### src/hdl/irq_status_pkg.sv
package irq_status_pkg;

   // ****************************************************************
   // register map
   // ****************************************************************
   localparam logic [11:0] ICR_OFS = 12'h050;
   localparam logic [31:0] ICR_RESET = 32'h0000_0000;

   // ****************************************************************
   // field positions inside the register word
   // ****************************************************************
   localparam int EVT_LO_POS = 0;    // event flags 7:0
   localparam int EN_LO_POS = 8;     // enables for flags 7:0
   localparam int EVT_HI_POS = 16;   // channel three and four done
   localparam int EN_HI_POS = 18;    // their enables
   localparam int CLR_HI_POS = 20;   // their write-one clears
   localparam int UART_FLAG_POS = 22;
   localparam int UART_GATE_POS = 23;
   localparam int CLR_LO_POS = 24;   // write-one clears for flags 7:0

   // ****************************************************************
   // event counts and bus answers
   // ****************************************************************
   localparam int EVT_LO_N = 8;
   localparam int EVT_HI_N = 2;
   localparam int EVT_N = EVT_LO_N + EVT_HI_N;
   localparam int UART_SRC_N = 4;
   localparam logic [1:0] RESP_OKAY = 2'h0;
   localparam logic [1:0] RESP_DECERR = 2'h3;

   // ****************************************************************
   // carriers
   // ****************************************************************
   // one-cycle event pulses from the surrounding controller
   typedef struct packed {
      logic cpu_bus_err;       // error on a processor access
      logic [3:0] dma_done;    // [0] is channel one
      logic [1:0] mbox_hit;    // [0] is mailbox one, from the pci side
      logic dma_bus_err;       // any bus error caused by the dma engine
      logic pci_target_miss;   // target window hit, no resource behind it
      logic par_addr_tgt;      // address parity, target cycle
      logic par_data_tgt_wr;   // data parity, target write
      logic par_data_mst_rd;   // data parity, master read
   } event_in_t;

   // level state of the serial port interrupt logic
   typedef struct packed {
      logic raw_irq;
      logic [UART_SRC_N-1:0] serial_source_enable_reg;
   } uart_in_t;

endpackage

### src/hdl/sticky_flag_bank.sv
`timescale 1ns/1ps
module sticky_flag_bank
   import irq_status_pkg::*;
#(
   parameter int N = EVT_N
) (
   input wire logic core_clk,
   input wire logic sys_rst,
   input wire logic [N-1:0] set_pulse,
   input wire logic [N-1:0] clr_pulse,
   output logic [N-1:0] flags
);

   // ****************************************************************
   // elaboration check
   // ****************************************************************
   generate
      if (N < 1) begin : g_bad_n
         $error("sticky_flag_bank needs at least one flag");
      end
   endgenerate

   // ****************************************************************
   // state
   // ****************************************************************
   typedef struct packed {
      logic [N-1:0] flag;
   } bank_state_t;

   bank_state_t state_r;
   bank_state_t state_nxt;

   // each flag holds until cleared; a set in the clear cycle survives
   always_comb begin
      state_nxt = state_r;
      for (int i = 0; i < N; i++) begin
         if (set_pulse[i]) begin
            state_nxt.flag[i] = 1'b1;
         end else if (clr_pulse[i]) begin
            state_nxt.flag[i] = 1'b0;
         end
      end
   end

   // synchronous reset to all clear
   always_ff @(posedge core_clk) begin
      if (sys_rst) begin
         state_r <= '0;
      end else begin
         state_r <= state_nxt;
      end
   end

   assign flags = state_r.flag;

endmodule // sticky_flag_bank

### src/hdl/bus_error_dma_interrupt_status.sv
// Register access over AXI4-Lite was left to the implementer.
`timescale 1ns/1ps
module bus_error_dma_interrupt_status
   import irq_status_pkg::*;
#(
   parameter int ADDR_W = 12
) (
   input wire logic core_clk,
   input wire logic sys_rst,
   // axi4-lite write address
   input wire logic [ADDR_W-1:0] awaddr,
   input wire logic awvalid,
   output logic awready,
   // axi4-lite write data
   input wire logic [31:0] wdata,
   input wire logic [3:0] wstrb,
   input wire logic wvalid,
   output logic wready,
   // axi4-lite write response
   output logic [1:0] bresp,
   output logic bvalid,
   input wire logic bready,
   // axi4-lite read address
   input wire logic [ADDR_W-1:0] araddr,
   input wire logic arvalid,
   output logic arready,
   // axi4-lite read data
   output logic [31:0] rdata,
   output logic [1:0] rresp,
   output logic rvalid,
   input wire logic rready,
   // event sources and serial port
   input wire event_in_t events,
   input wire uart_in_t uart_in,
   // maskable interrupt to the processor
   output logic irq_level
);

   // ****************************************************************
   // elaboration check
   // ****************************************************************
   // the register must be reachable, so the bus needs its offset bits
   generate
      if (ADDR_W < 8 || ADDR_W > 32) begin : g_bad_addr
         $error("ADDR_W must lie between 8 and 32");
      end
      // the offset must survive the cut to the bus width
      if ((ICR_OFS >> ADDR_W) != 0) begin : g_bad_ofs
         $error("register offset does not fit ADDR_W");
      end
      // flags and enables of the low byte sit side by side, clears on top
      if (EN_LO_POS != EVT_LO_POS + EVT_LO_N || CLR_LO_POS + EVT_LO_N > 32) begin : g_bad_lo
         $error("low field layout does not fit the word");
      end
      // channel three and four fields follow each other without gaps
      if (EN_HI_POS != EVT_HI_POS + EVT_HI_N || CLR_HI_POS != EN_HI_POS + EVT_HI_N) begin : g_bad_hi
         $error("high field layout does not fit the word");
      end
      // serial flag and gate must stay below the clear byte
      if (UART_GATE_POS != UART_FLAG_POS + 1 || UART_GATE_POS >= CLR_LO_POS) begin : g_bad_uart
         $error("serial fields collide with the clear byte");
      end
   endgenerate

   // ****************************************************************
   // decode and readback helpers
   // ****************************************************************
   // word compare; the low two bits of the byte address are ignored
   function automatic logic icr_hit(input logic [ADDR_W-1:0] addr);
      logic [ADDR_W-1:0] ofs;
      ofs = ADDR_W'(ICR_OFS);
      icr_hit = (addr[ADDR_W-1:2] == ofs[ADDR_W-1:2]);
   endfunction

   // the word as software sees it; clear bits never read back
   function automatic logic [31:0] icr_image(
      input logic [EVT_N-1:0] flg,
      input logic [EVT_N-1:0] ena,
      input logic uart_act,
      input logic gate
   );
      logic [31:0] img;
      img = ICR_RESET;
      img[EVT_LO_POS +: EVT_LO_N] = flg[EVT_LO_N-1:0];
      img[EN_LO_POS +: EVT_LO_N] = ena[EVT_LO_N-1:0];
      img[EVT_HI_POS +: EVT_HI_N] = flg[EVT_N-1:EVT_LO_N];
      img[EN_HI_POS +: EVT_HI_N] = ena[EVT_N-1:EVT_LO_N];
      img[UART_FLAG_POS] = uart_act;
      img[UART_GATE_POS] = gate;
      // bits 21:20 and 31:24 stay zero here
      icr_image = img;
   endfunction

   // one byte lane of a write that commits to this register
   function automatic logic lane_wr(input logic hit, input logic [3:0] strb, input int lane);
      lane_wr = hit && strb[lane];
   endfunction

   // ****************************************************************
   // state
   // ****************************************************************
   // bus holding, enables and the registered line share one struct
   typedef struct packed {
      logic aw_full;
      logic [ADDR_W-1:0] aw_addr;
      logic w_full;
      logic [31:0] w_data;
      logic [3:0] w_strb;
      logic bvalid;
      logic [1:0] bresp;
      logic rvalid;
      logic [31:0] rdata;
      logic [1:0] rresp;
      logic [EVT_N-1:0] enable;
      logic uart_gate;
      logic irq;
   } ctl_state_t;

   ctl_state_t state_r;
   ctl_state_t state_nxt;

   // ****************************************************************
   // event mapping
   // ****************************************************************
   logic [EVT_N-1:0] set_vec;
   logic [EVT_N-1:0] clr_vec;
   logic [EVT_N-1:0] flag_vec;
   logic uart_active;
   logic par_any;

   // three parity checks share one flag; which one fired is not kept
   assign par_any = events.par_addr_tgt | events.par_data_tgt_wr | events.par_data_mst_rd;

   // one pulse per cause, all from this clock, so no synchroniser
   always_comb begin
      set_vec = '0;
      set_vec[0] = events.cpu_bus_err;
      set_vec[1] = events.dma_done[0];
      set_vec[2] = events.dma_done[1];
      set_vec[3] = events.mbox_hit[0];
      set_vec[4] = events.mbox_hit[1];
      set_vec[5] = events.dma_bus_err;
      set_vec[6] = events.pci_target_miss;
      set_vec[7] = par_any;
      set_vec[8] = events.dma_done[2];
      set_vec[9] = events.dma_done[3];
   end

   // serial port request is live only while some source is enabled
   assign uart_active = uart_in.raw_irq & (|uart_in.serial_source_enable_reg);

   // ****************************************************************
   // event flag storage
   // ****************************************************************
   // a set arriving with its clear wins, so no event is lost
   sticky_flag_bank #(
      .N(EVT_N)
   ) u_flags (
      .core_clk(core_clk),
      .sys_rst(sys_rst),
      .set_pulse(set_vec),
      .clr_pulse(clr_vec),
      .flags(flag_vec)
   );

   // ****************************************************************
   // interrupt pending terms
   // ****************************************************************
   // one term per flag and enable pair; no order is kept between them
   wire logic [EVT_N-1:0] pend_vec;
   logic uart_pend;

   generate
      for (genvar g = 0; g < EVT_N; g++) begin : g_pend
         assign pend_vec[g] = flag_vec[g] & state_r.enable[g];
      end
   endgenerate

   // the serial port counts as one more pair behind its global gate
   assign uart_pend = uart_active & state_r.uart_gate;

   // ****************************************************************
   // read image
   // ****************************************************************
   // built every cycle, captured only on the address handshake; bit 22
   // is live, so a read shows the serial state of that very edge
   logic rd_map_hit;
   logic [31:0] rd_word;

   assign rd_map_hit = icr_hit(araddr);
   assign rd_word = rd_map_hit ?
      icr_image(flag_vec, state_r.enable, uart_active, state_r.uart_gate) : 32'h0000_0000;

   // ****************************************************************
   // axi handshakes
   // ****************************************************************
   // address and data are held apart so either may come first;
   // no new write is taken while a response waits
   assign awready = !state_r.aw_full && !state_r.bvalid;
   assign wready = !state_r.w_full && !state_r.bvalid;
   assign arready = !state_r.rvalid;

   logic aw_take;
   logic w_take;
   logic ar_take;
   logic aw_have;
   logic w_have;
   logic [ADDR_W-1:0] wr_addr;
   logic [31:0] wr_data;
   logic [3:0] wr_strb;
   logic wr_go;
   logic wr_hit;

   assign aw_take = awvalid && awready;
   assign w_take = wvalid && wready;
   assign ar_take = arvalid && arready;
   assign aw_have = state_r.aw_full || aw_take;
   assign w_have = state_r.w_full || w_take;
   assign wr_go = aw_have && w_have;

   // use the held copy if there is one, else the bus value
   assign wr_addr = state_r.aw_full ? state_r.aw_addr : awaddr;
   assign wr_data = state_r.w_full ? state_r.w_data : wdata;
   assign wr_strb = state_r.w_full ? state_r.w_strb : wstrb;
   assign wr_hit = wr_go && icr_hit(wr_addr);

   // ****************************************************************
   // write-one clears
   // ****************************************************************
   // only lanes whose strobe is set may clear; zeros do nothing
   // a clear meeting a new event loses; the flag waits for the next write-one clear
   always_comb begin
      clr_vec = '0;
      if (lane_wr(wr_hit, wr_strb, 3)) begin
         clr_vec[EVT_LO_N-1:0] = wr_data[CLR_LO_POS +: EVT_LO_N];
      end
      if (lane_wr(wr_hit, wr_strb, 2)) begin
         clr_vec[EVT_N-1:EVT_LO_N] = wr_data[CLR_HI_POS +: EVT_HI_N];
      end
   end

   // ****************************************************************
   // next state
   // ****************************************************************
   always_comb begin
      state_nxt = state_r;

      // hold whichever half of a write arrived alone
      if (aw_take) begin
         state_nxt.aw_full = 1'b1;
         state_nxt.aw_addr = awaddr;
      end
      if (w_take) begin
         state_nxt.w_full = 1'b1;
         state_nxt.w_data = wdata;
         state_nxt.w_strb = wstrb;
      end

      // response retires on bready
      if (state_r.bvalid && bready) begin
         state_nxt.bvalid = 1'b0;
      end

      // both halves present: commit and answer
      if (wr_go) begin
         state_nxt.aw_full = 1'b0;
         state_nxt.w_full = 1'b0;
         state_nxt.bvalid = 1'b1;
         state_nxt.bresp = wr_hit ? RESP_OKAY : RESP_DECERR;
      end

      // enables live in the read/write middle bytes only
      if (lane_wr(wr_hit, wr_strb, 1)) begin
         state_nxt.enable[EVT_LO_N-1:0] = wr_data[EN_LO_POS +: EVT_LO_N];
      end
      if (lane_wr(wr_hit, wr_strb, 2)) begin
         state_nxt.enable[EVT_N-1:EVT_LO_N] = wr_data[EN_HI_POS +: EVT_HI_N];
         state_nxt.uart_gate = wr_data[UART_GATE_POS];
      end
      // writes to the low byte land nowhere: those bits are read-only

      // read data is captured on the address handshake
      if (state_r.rvalid && rready) begin
         state_nxt.rvalid = 1'b0;
      end
      // an unmapped read answers an error and carries zero data
      if (ar_take) begin
         state_nxt.rvalid = 1'b1;
         state_nxt.rdata = rd_word;
         state_nxt.rresp = rd_map_hit ? RESP_OKAY : RESP_DECERR;
      end

      // a write and a read may commit together; they share no field
      // one level for every cause, no ordering between them; the
      // register stage costs a cycle but keeps the pin glitch free
      state_nxt.irq = (|pend_vec) || uart_pend;
   end

   // ****************************************************************
   // registers
   // ****************************************************************
   // all fields zero after reset, the interrupt line included
   // a reset in mid-write drops the held half without an answer
   always_ff @(posedge core_clk) begin
      if (sys_rst) begin
         state_r <= '0;
      end else begin
         state_r <= state_nxt;
      end
   end

   // ****************************************************************
   // outputs
   // ****************************************************************
   // answers and the line come straight from flops; readies are combinational
   assign bvalid = state_r.bvalid;
   assign bresp = state_r.bresp;
   assign rvalid = state_r.rvalid;
   assign rdata = state_r.rdata;
   assign rresp = state_r.rresp;
   assign irq_level = state_r.irq;

endmodule // bus_error_dma_interrupt_status

### config.mk
export PLATFORM = sky130hd
export DESIGN_NAME = bus_error_dma_interrupt_status
export DESIGN_NICKNAME = d
export VERILOG_FILES = /design/src/hdl/irq_status_pkg.sv /design/src/hdl/sticky_flag_bank.sv /design/src/hdl/bus_error_dma_interrupt_status.sv
export SDC_FILE = /design/constraint.sdc
export NUM_CORES = 1
export LEC_CHECK = 0
export ABC_CLOCK_PERIOD_IN_PS = 4000
export BUFFER_PORTS_ARGS = -buffer_cell sky130_fd_sc_hd__buf_2
export CAP_MARGIN = 20
export CELL_PAD_IN_SITES_DETAIL_PLACEMENT = 1
export CELL_PAD_IN_SITES_GLOBAL_PLACEMENT = 1
export CORE_MARGIN = 4
export CORE_UTILIZATION = 40
export CTS_CLUSTER_DIAMETER = 100
export DETAILED_ROUTE_END_ITERATION = 16
export PLACE_DENSITY_LB_ADDON = 0.1
export SLEW_MARGIN = 10
export SYNTH_ARGS = -nofsm -noshare
export SYNTH_HDL_FRONTEND = slang
export SYNTH_HIERARCHICAL = 1
export SYNTH_SLANG_ARGS = --single-unit
export TNS_END_PERCENT = 1
### constraint.sdc
create_clock -name core_clk -period 4 [get_ports core_clk]
set_input_delay 0.2 -clock core_clk [delete_from_list [all_inputs] [get_ports core_clk]]
set_output_delay 0.2 -clock core_clk [all_outputs]
set_load 0.01 [all_outputs]
==> results.cfg, run 1 <==
[status]
status = finished clean

[routing]
dr.pass1.iters = 4
drtIter0Drc = 79
via_per_inst = 4.84
vias = 3002
wl_um = 9410
drc = 0
antenna_left = 0
routedWlPerCell_um = 15.2

[final_layout]
fin_area_mm2 = 0.00445
fin_cells = 620
fillers = 1156
nNetsFinal = 570
drive_above_1_share = 0.320
syn_to_final_growth_pct = 13.4
diodes = 0

[worst_setup_path]
critPathMaxStageDelay_ns = 1.03
cp-start-kind = register
arrival_ns = 2.63
worst_setup_path_end_kind = register
crit_family = simple AND/OR/NAND/NOR gates
crit_required_ns = 4.28
crit_fanout = 24
crit_slowest_cell = and4b_1
crit_buf_inv = 0
worstPathCellList = nand2b_1 -> and4b_1 -> a22oi_1 -> nor2_1
crit_type = reg2reg

[min_path]
hold_path.class = in2reg

[yosys]
ys_ff_latch = 84
synth_cell_types = 42
ys_warn_count = 6
yosysSeqAreaShare = 0.429
postSynthAreaPerCell_um2 = 9.20
synth_area_mm2 = 0.00392
synth_cells = 426

[timing]
final_max_slew_viol_count = 0
maxSlewHeadroom = 0.302
skew_ns = 0.00608
worst_slew_pin_slew_ns = 1.05
fin_crit_sh = 0.585
clock.fmax_mhz = 427
rsz0062_at_grt = no
fin_tns_setup_ns = 0
period_minus_slack_ns = 2.34
setup_viol = 0
hold_violations = 0
holdWs_ns = 0.0739

[cts]
ctsLongestPathBuffers = 2
cts_num_sinks = 84
cts.root.buffer_cell = clkbuf_8
ctsHtreeMaxLevel = 3
path_clk_slew_ns = 0.09
cts_tree = built
ctsHoldBuffers = 0
worstSkewPairLatency_ns = 0.35
cts.repair.resized = 0
post-cts-setup-buffers = 0
cts-buffers-inserted = 9

[global_route]
antenna_found_initial = 0
first_global_vias = 2978
grtUsageTotal = 0.165
grt_max_degree = 96
grt.overflow.total = 0
grt_pass1_wl_um = 15000

[power]
irDropWorstVdd_mv = 0.173
power_density_mw_per_mm2 = 405
leakage_nw = 1.91

[place]
io_buffers = 99
dp_cells = 604
dp_hpwl_um = 6740
postPlaceCellArea_mm2 = 0.00423
gp_congestion = 0.710

[floorplan]
start_util = 0.418
die_h_um = 107
die-area_mm2 = 0.0115
fp.coreArea_mm2 = 0.00937
num_io_pins = 126
die_w_um = 107
placementRows = 35

[flow_run]
maxCapViolCount = 0
cell usage after synthesis:
| master | number | area, um2 |
|---|---|---|
| dfxtp_1 | 84 | 1680 |
| nor2_1 | 58 | 218 |
| nand2_1 | 50 | 188 |
| buf_4 | 40 | 300 |
| mux2i_1 | 31 | 310 |
| a21oi_1 | 27 | 135 |
| a22oi_1 | 23 | 173 |
| clkbuf_1 | 12 | 45.0 |
| nor2b_1 | 12 | 75.1 |
| inv_1 | 11 | 41.3 |
| a21oi_2 | 10 | 87.6 |
| nand2b_4 | 10 | 138 |
| mux2_4 | 8 | 120 |
| buf_2 | 6 | 30.0 |
| mux2_2 | 6 | 67.6 |
| nor4b_1 | 4 | 35.0 |
| nand2b_1 | 3 | 18.8 |
| nor3_1 | 3 | 15.0 |
| a221oi_1 | 2 | 17.5 |
| a22o_1 | 2 | 17.5 |
| and2_1 | 2 | 12.5 |
| nor3b_1 | 2 | 15.0 |
| a21boi_1 | 1 | 7.51 |
| a41oi_1 | 1 | 8.76 |
| and3_2 | 1 | 7.51 |
| and3_4 | 1 | 11.3 |
| and4b_1 | 1 | 10.0 |
| buf_1 | 1 | 3.75 |
| buf_6 | 1 | 11.3 |
| conb_1 | 1 | 3.75 |
| nor2_4 | 1 | 11.3 |
| nor4_1 | 1 | 6.26 |
| nor4b_2 | 1 | 15.0 |
| o211ai_1 | 1 | 7.51 |
| o211ai_2 | 1 | 12.5 |
| o211ai_4 | 1 | 21.3 |
| o21ai_0 | 1 | 5.00 |
| o22ai_1 | 1 | 6.26 |
| o31ai_1 | 1 | 7.51 |
| o41a_1 | 1 | 11.3 |
| or2_2 | 1 | 6.26 |
| or3_1 | 1 | 6.26 |
cell type report:
cell class,count,area (um2),area share
multi-input cells,280,1840,0.414
flip-flops and latches,84,1680,0.378
repair buffers,100,505,0.114
well taps,129,161,0.0363
clock buffers,9,124,0.0279
clock inverters,7,91.3,0.0205
inverters,11,41.3,0.00929
worst register-to-register path, delay by kind of cell, from the launching register on:
family,cells,cell delay [ns]
AND/OR/NAND/NOR,3,1.76
flip-flops,1,0.34
AO/OA/AOI/OAI,1,0.17
per-layer routing:
| layer | GRT usage | share of wire | up-vias | wire length (um) |
|---|---|---|---|---|
| met5 | 0 | 0 | - | 0 |
| met4 | 0.0384 | 0.0092 | 0 | 87 |
| met3 | 0.0452 | 0.054 | 7 | 512 |
| met2 | 0.257 | 0.44 | 76 | 4120 |
| met1 | 0.227 | 0.50 | 1413 | 4690 |
| li1 | - | - | 1506 | - |
through the flow:
step / power (mW) / util / setup WS [ns]
floorplan: 1.09 / - / 2.51
global placement: 1.15 / 0.452 / 1.73
detailed placement: 1.16 / 0.452 / 1.71
CTS: 1.83 / 0.474 / 1.68
global route: 1.89 / 0.474 / 1.45
finish: 1.80 / 0.474 / 1.66
cells in the final DEF, fill, tap and decap left out, drive strengths merged, types with 10 or more instances in the layout:
cell type,Yosys,layout
buf,48,100
dfxtp,84,84
nor2,59,59
nand2,50,50
a21oi,37,37
mux2i,31,31
a22oi,23,23
mux2,14,14
nand2b,13,13
nor2b,12,12
inv,11,11
conb,1,10
kinds of logic after synthesis:
group / count (synthesis) / synth area share
AO/OA/AOI/OAI: 73 / 0.132
buffers and inverters: 71 / 0.110
flip-flops: 84 / 0.429
multiplexers: 45 / 0.127
other: 1 / 0.000956
AND/OR/NAND/NOR: 152 / 0.201
power by group:
part           switching (mW)  total [mW]  internal, mW
Combinational           0.137       0.237        0.0998
Clock                   0.312       0.661         0.349
Sequential             0.0288       0.904         0.875
Total                   0.478        1.80          1.32
registers in the layout, indices dropped and copies added (netlist names):
name	flops
rvalid	1
state_r	47
irq_level	1
bvalid	1
rdata	22
bresp	1
rresp	1
u_flags/flags	10
worst paths after layout:
kind | to | from | depth (start not counted) | slack, ns
min | u_flags/flags[6] | events[3] | 3 | 0.07
min reg2reg | state_r[63] | state_r[63] | 2 | 0.46
max | rdata[10] | rvalid | 4 | 1.66
max reg2reg | rdata[10] | rvalid | 4 | 1.66
(Power assumes the default switching activity.)
==> run 2, diff against run 1 <==
--- a/config.mk
+++ b/config.mk
@@ -5,13 +5,13 @@
 export SDC_FILE = /design/constraint.sdc
 export NUM_CORES = 1
 export LEC_CHECK = 0
-export ABC_CLOCK_PERIOD_IN_PS = 4000
+export ABC_CLOCK_PERIOD_IN_PS = 2500
 export BUFFER_PORTS_ARGS = -buffer_cell sky130_fd_sc_hd__buf_2
 export CAP_MARGIN = 20
 export CELL_PAD_IN_SITES_DETAIL_PLACEMENT = 1
 export CELL_PAD_IN_SITES_GLOBAL_PLACEMENT = 1
 export CORE_MARGIN = 4
-export CORE_UTILIZATION = 40
+export CORE_UTILIZATION = 37
 export CTS_CLUSTER_DIAMETER = 100
 export DETAILED_ROUTE_END_ITERATION = 16
 export PLACE_DENSITY_LB_ADDON = 0.1
==> constraint.sdc (replaced) <==
create_clock -name core_clk -period 2.5 [get_ports core_clk]
set_input_delay 0.125 -clock core_clk [delete_from_list [all_inputs] [get_ports core_clk]]
set_output_delay 0.125 -clock core_clk [all_outputs]
set_load 0.01 [all_outputs]
==> results.cfg, run 2 (synthesis results as in run 1) <==
[floorplan]
start_util = 0.380
fp.coreArea_mm2 = 0.0103
die_h_um = 111
num_io_pins = 126
die_w_um = 111
die-area_mm2 = 0.0123
placementRows = 37

[cts]
worstSkewPairLatency_ns = 0.35
cts-buffers-inserted = 9
path_clk_slew_ns = 0.10
cts.root.buffer_cell = clkbuf_8
ctsHtreeMaxLevel = 3
post-cts-setup-buffers = 0
cts_num_sinks = 84
cts_tree = built
ctsLongestPathBuffers = 2

[power]
power_density_mw_per_mm2 = 612
p_comb_frac = 0.142
p_sw_uw = 803
leakage_nw = 1.94
power_frac_clock = 0.335
power_frac_seq = 0.523
irDropWorstVdd_mv = 0.210
switching_share = 0.290
p_int_mw = 1.97

[status]
status = finished clean

[place]
gp_congestion = 0.721
io_buffers = 99
dp_hpwl_um = 7100

[flow_run]
maxCapViolCount = 0

[final_layout]
mostFrequentLayoutCell = buf_2
syn_to_final_growth_pct = 15.4
largest_reg_flops = 47
final_cell_mix = 98 x buf_2, 84 x dfxtp_1, 58 x nor2_1
fillers = 1230
nNetsFinal = 580
largest-register = state_r
final_core_util = 0.438
drive_above_1_share = 0.325
diodes = 0

[global_route]
grt_pass1_wl_um = 15800
grtUsageTotal = 0.157
grt.overflow.total = 0
first_global_vias = 3144
grt_max_degree = 55
antenna_found_initial = 0

[worst_setup_path]
crit_slowest_cell = nor4b_1
critPathMaxStageDelay_ns = 0.39
crit_required_ns = 2.73
crit_buf_inv = 0
crit_family = simple AND/OR/NAND/NOR gates
worstPathCellList = nor4b_1 -> and3_4 -> o211ai_1 -> nor2_1 -> nand2b_4 -> a21oi_2
worst_setup_path_end_kind = register
crit_type = reg2reg
arrival_ns = 2.15
crit_fanout = 8
cp-start-kind = register

[routing]
vias = 3051
via_per_inst = 4.79
drtIter0Drc = 115
drc = 0
dr.pass1.iters = 4
wl_um = 9660
antenna_left = 0
routedWlPerCell_um = 15.2

[timing]
period_minus_slack_ns = 1.91
skew_ns = 0.0125
clock.fmax_mhz = 523
fin_crit_sh = 0.764
maxSlewHeadroom = 0.423
holdWs_ns = 0.0121
hold_violations = 0
worst_slew_pin_slew_ns = 0.863
rsz0062_at_grt = no
final_max_slew_viol_count = 0
setup_viol = 0
fin_tns_setup_ns = 0

[min_path]
hold_path.class = in2reg
[run 2: cell count changes in the layout (fill, tap and decap cells not counted), sizes merged]
cell | before | now
buf | 100 | 106
dlygate4sd3 | 0 | 4
bufinv | 2 | 0
clkinv | 4 | 2
clkinvlp | 1 | 3
clkbuf | 9 | 10
inv | 11 | 12
[run 2: what timing repair did]
item	in CTS	in global routing
hold endpoints to repair	4	0
hold buffers	4	0
resized for setup	0	0
[run 2: final timing paths]
check / slack [ns] / end / cells after the start / start
max reg2reg: 0.59 / u_flags/flags[1] / 6 / state_r[97]
min: 0.01 / u_flags/flags[2] / 3 / events[8]
max: 0.59 / u_flags/flags[1] / 6 / state_r[97]
min reg2reg: 0.46 / state_r[84] / 2 / state_r[84]
[run 2: final cells by class]
| cell class | count | area (um2) | share of cell area |
|---|---|---|---|
| clock buffer | 10 | 138 | 0.0304 |
| multi-input combinational | 280 | 1840 | 0.407 |
| sequential | 84 | 1680 | 0.372 |
| timing repair buffer | 110 | 603 | 0.133 |
| tap | 136 | 170 | 0.0376 |
| clock inverter | 6 | 48.8 | 0.0108 |
| inverter | 11 | 41.3 | 0.00913 |
[run 2: power by group through the flow]
stage	Clock, mW	Sequential [mW]	Combinational (mW)
floorplan	0	1.47	0.285
global placement	0	1.48	0.385
detailed placement	0	1.48	0.394
CTS	0.957	1.45	0.401
global route	1.01	1.46	0.440
finish	0.929	1.45	0.393
[run 2: stage by stage]
stage / setup WS [ns] / total power, mW / instances / instance area, um2
2_1_floorplan: 1.01 / 1.75 / 435 / 3960
3_5_place_dp: 0.562 / 1.87 / 617 / 4300
6_report: 0.589 / 2.77 / 637 / 4520
5_1_grt: 0.381 / 2.91 / 637 / 4520
4_1_cts: 0.533 / 2.81 / 637 / 4520
3_3_place_gp: 0.650 / 1.86 / 617 / 4300
[run 2: routing by layer]
layer / share of wire / track usage / vias to the layer above
li1: - / - / 1527
met3: 0.046 / 0.0328 / 9
met1: 0.49 / 0.208 / 1443
met2: 0.46 / 0.256 / 72
met5: 0 / 0 / -
met4: 0.012 / 0.0517 / 0
[run 2: worst reg2reg max path, cell delays in order, from the launching register on]
cell and delay (ns):
dfxtp_1 0.33, nor4b_1 0.39, and3_4 0.31, o211ai_1 0.28
nor2_1 0.28, nand2b_4 0.16, a21oi_2 0.04
==> run 3, diff against run 2 <==
--- a/config.mk
+++ b/config.mk
@@ -5,13 +5,13 @@
 export SDC_FILE = /design/constraint.sdc
 export NUM_CORES = 1
 export LEC_CHECK = 0
-export ABC_CLOCK_PERIOD_IN_PS = 2500
+export ABC_CLOCK_PERIOD_IN_PS = 1500
 export BUFFER_PORTS_ARGS = -buffer_cell sky130_fd_sc_hd__buf_2
 export CAP_MARGIN = 20
 export CELL_PAD_IN_SITES_DETAIL_PLACEMENT = 1
 export CELL_PAD_IN_SITES_GLOBAL_PLACEMENT = 1
 export CORE_MARGIN = 4
-export CORE_UTILIZATION = 37
+export CORE_UTILIZATION = 34
 export CTS_CLUSTER_DIAMETER = 100
 export DETAILED_ROUTE_END_ITERATION = 16
 export PLACE_DENSITY_LB_ADDON = 0.1
==> constraint.sdc (replaced) <==
create_clock -name core_clk -period 1.5 [get_ports core_clk]
set_input_delay 0.075 -clock core_clk [delete_from_list [all_inputs] [get_ports core_clk]]
set_output_delay 0.075 -clock core_clk [all_outputs]
set_load 0.01 [all_outputs]
==> results.cfg, run 3 (synthesis results as in run 1) <==
[final_layout]
fin_cells = 687
fillers = 1287
final_cell_mix = 98 x buf_2, 81 x dfxtp_1, 50 x nor2_1, 50 x nand2_1, 31 x mux2i_1
largest-register = state_r
diodes = 0
nNetsFinal = 626
drive_above_1_share = 0.364
mostFrequentLayoutCell = buf_2
syn_to_final_growth_pct = 32.0
largest_reg_flops = 47

[worst_setup_path]
crit_required_ns = 1.72
crit_family = simple AND/OR/NAND/NOR gates
cp-start-kind = register
worst_setup_path_end_kind = register
crit_type = reg2reg
crit_buf_inv = 3
worstPathCellList = nor4b_4 -> buf_4 -> and3_4 -> buf_6 -> o211ai_4 -> buf_12 -> mux2_4
crit_slowest_cell = dfxtp_2
critPathMaxStageDelay_ns = 0.33
arrival_ns = 1.87
crit_fanout = 8

[place]
dp_cells = 640
io_buffers = 99
post-place-ws_ns = -0.274
dp_hpwl_um = 7490
gp_congestion = 0.702

[cts]
cts_num_sinks = 84
ctsHtreeMaxLevel = 3
cts-buffers-inserted = 9
cts_tree = built
worstSkewPairLatency_ns = 0.33
cts.root.buffer_cell = clkbuf_16
path_clk_slew_ns = 0.07
ctsLongestPathBuffers = 2

[global_route]
grtUsageTotal = 0.154
first_global_vias = 3208
use_met1 = 0.226
antenna_found_initial = 0
gr-max-usage-layer = met2
grt_max_degree = 48
grt_pass1_wl_um = 16300
grt.overflow.total = 0
grt_use_met3 = 0.0221
grtUsageMet2 = 0.235

[floorplan]
num_io_pins = 126
die-area_mm2 = 0.0133
placementRows = 38
die_w_um = 115
die_h_um = 115
fp.coreArea_mm2 = 0.0111
start_util = 0.354

[timing]
hold_violations = 0
period_minus_slack_ns = 1.65
setup_viol = 21
holdWs_ns = 0.00681
worst_slack_ns = -0.147
rsz0062_at_grt = yes
clock.fmax_mhz = 607
final_max_slew_viol_count = 0
fin_crit_sh = 1.10
skew_ns = 0.00859

[min_path]
hold_path.class = in2reg

[routing]
vias = 3235
drc = 0
wl_um = 10200
antenna_left = 0
via_per_inst = 4.71
dr.pass1.iters = 4
routedWlPerCell_um = 14.8
drtIter0Drc = 119

[power]
irDropWorstVdd_mv = 0.727
power_density_mw_per_mm2 = 1060
leakage_nw = 2.24

[flow_run]
maxCapViolCount = 0

[status]
status = finished, violations left
violations = negative setup slack
==> run 3: cell types whose count changed in the layout (fill, tap and decap cells not counted), moves of 2 or more <==
| cell | before | now |
|---|---|---|
| nor2_2 | 0 | 4 |
| clkbuf_8 | 10 | 0 |
| inv_6 | 1 | 3 |
| buf_4 | 7 | 24 |
| dfxtp_2 | 0 | 3 |
| clkinvlp_4 | 3 | 0 |
| buf_12 | 1 | 4 |
| dlygate4sd3_1 | 4 | 29 |
| nor2_1 | 58 | 50 |
| clkbuf_16 | 0 | 9 |
| nor2_4 | 1 | 5 |
| dfxtp_1 | 84 | 81 |
==> run 3: layout make-up <==
class / count / area [um2] / area share
Multi-Input combinational cell: 280 / 1910 / 0.370
Clock inverter: 7 / 82.6 / 0.0160
Clock buffer: 9 / 225 / 0.0435
Timing Repair Buffer: 156 / 1050 / 0.203
Sequential cell: 84 / 1690 / 0.326
Tap cell: 140 / 175 / 0.0338
Inverter: 11 / 41.3 / 0.00798
==> run 3: timing repair <==
item / in CTS / in global routing
endpoints found under the hold margin: 28 / 1
hold buffers: 28 / 1
setup endpoints to repair: 21 / 21
buffers inserted: 1 / 1
pin swaps: 16 / 9
gates resized for setup: 8 / 13
==> run 3: final timing paths <==
path | start | endpoint | slack (ns) | cells after the start
setup / recovery | state_r[95] | state_r[3] | -0.15 | 7
hold / removal | bready | bvalid | 0.007 | 3
setup reg to reg | state_r[95] | state_r[3] | -0.15 | 7
hold reg to reg | state_r[80] | state_r[80] | 0.45 | 2
==> run 3: metal layers <==
| layer | vias to the layer above | wire length, um |
|---|---|---|
| li1 | 1625 | - |
| met1 | 1523 | 5030 |
| met2 | 79 | 4530 |
| met3 | 8 | 502 |
| met4 | 0 | 90 |
| met5 | - | 0 |
==> run 3: through the flow <==
stage	setup TNS [ns]	util	area (um2)	power, mW
2_1_floorplan	0	-	3960	2.92
3_3_place_gp	-3.27	0.404	4470	3.18
3_5_place_dp	-5.01	0.404	4470	3.20
4_1_cts	-3.11	0.461	5110	5.57
5_1_grt	-3.85	0.467	5170	5.77
6_report	-2.38	0.467	5170	5.50
==> run 3: worst register-to-register path: stages (launching register included) <==
cell and delay, ns:
dfxtp_2 0.33, nor4b_4 0.26, buf_4 0.14, and3_4 0.18, buf_6 0.11, o211ai_4 0.08, buf_12 0.15, mux2_4 0.29
==> run 3: where the power goes <==
group | switching [mW] | internal (mW) | total [mW]
sequential | 0.0823 | 2.34 | 2.42
combinational | 0.410 | 0.393 | 0.803
clock | 0.965 | 1.32 | 2.28
total | 1.46 | 4.05 | 5.50
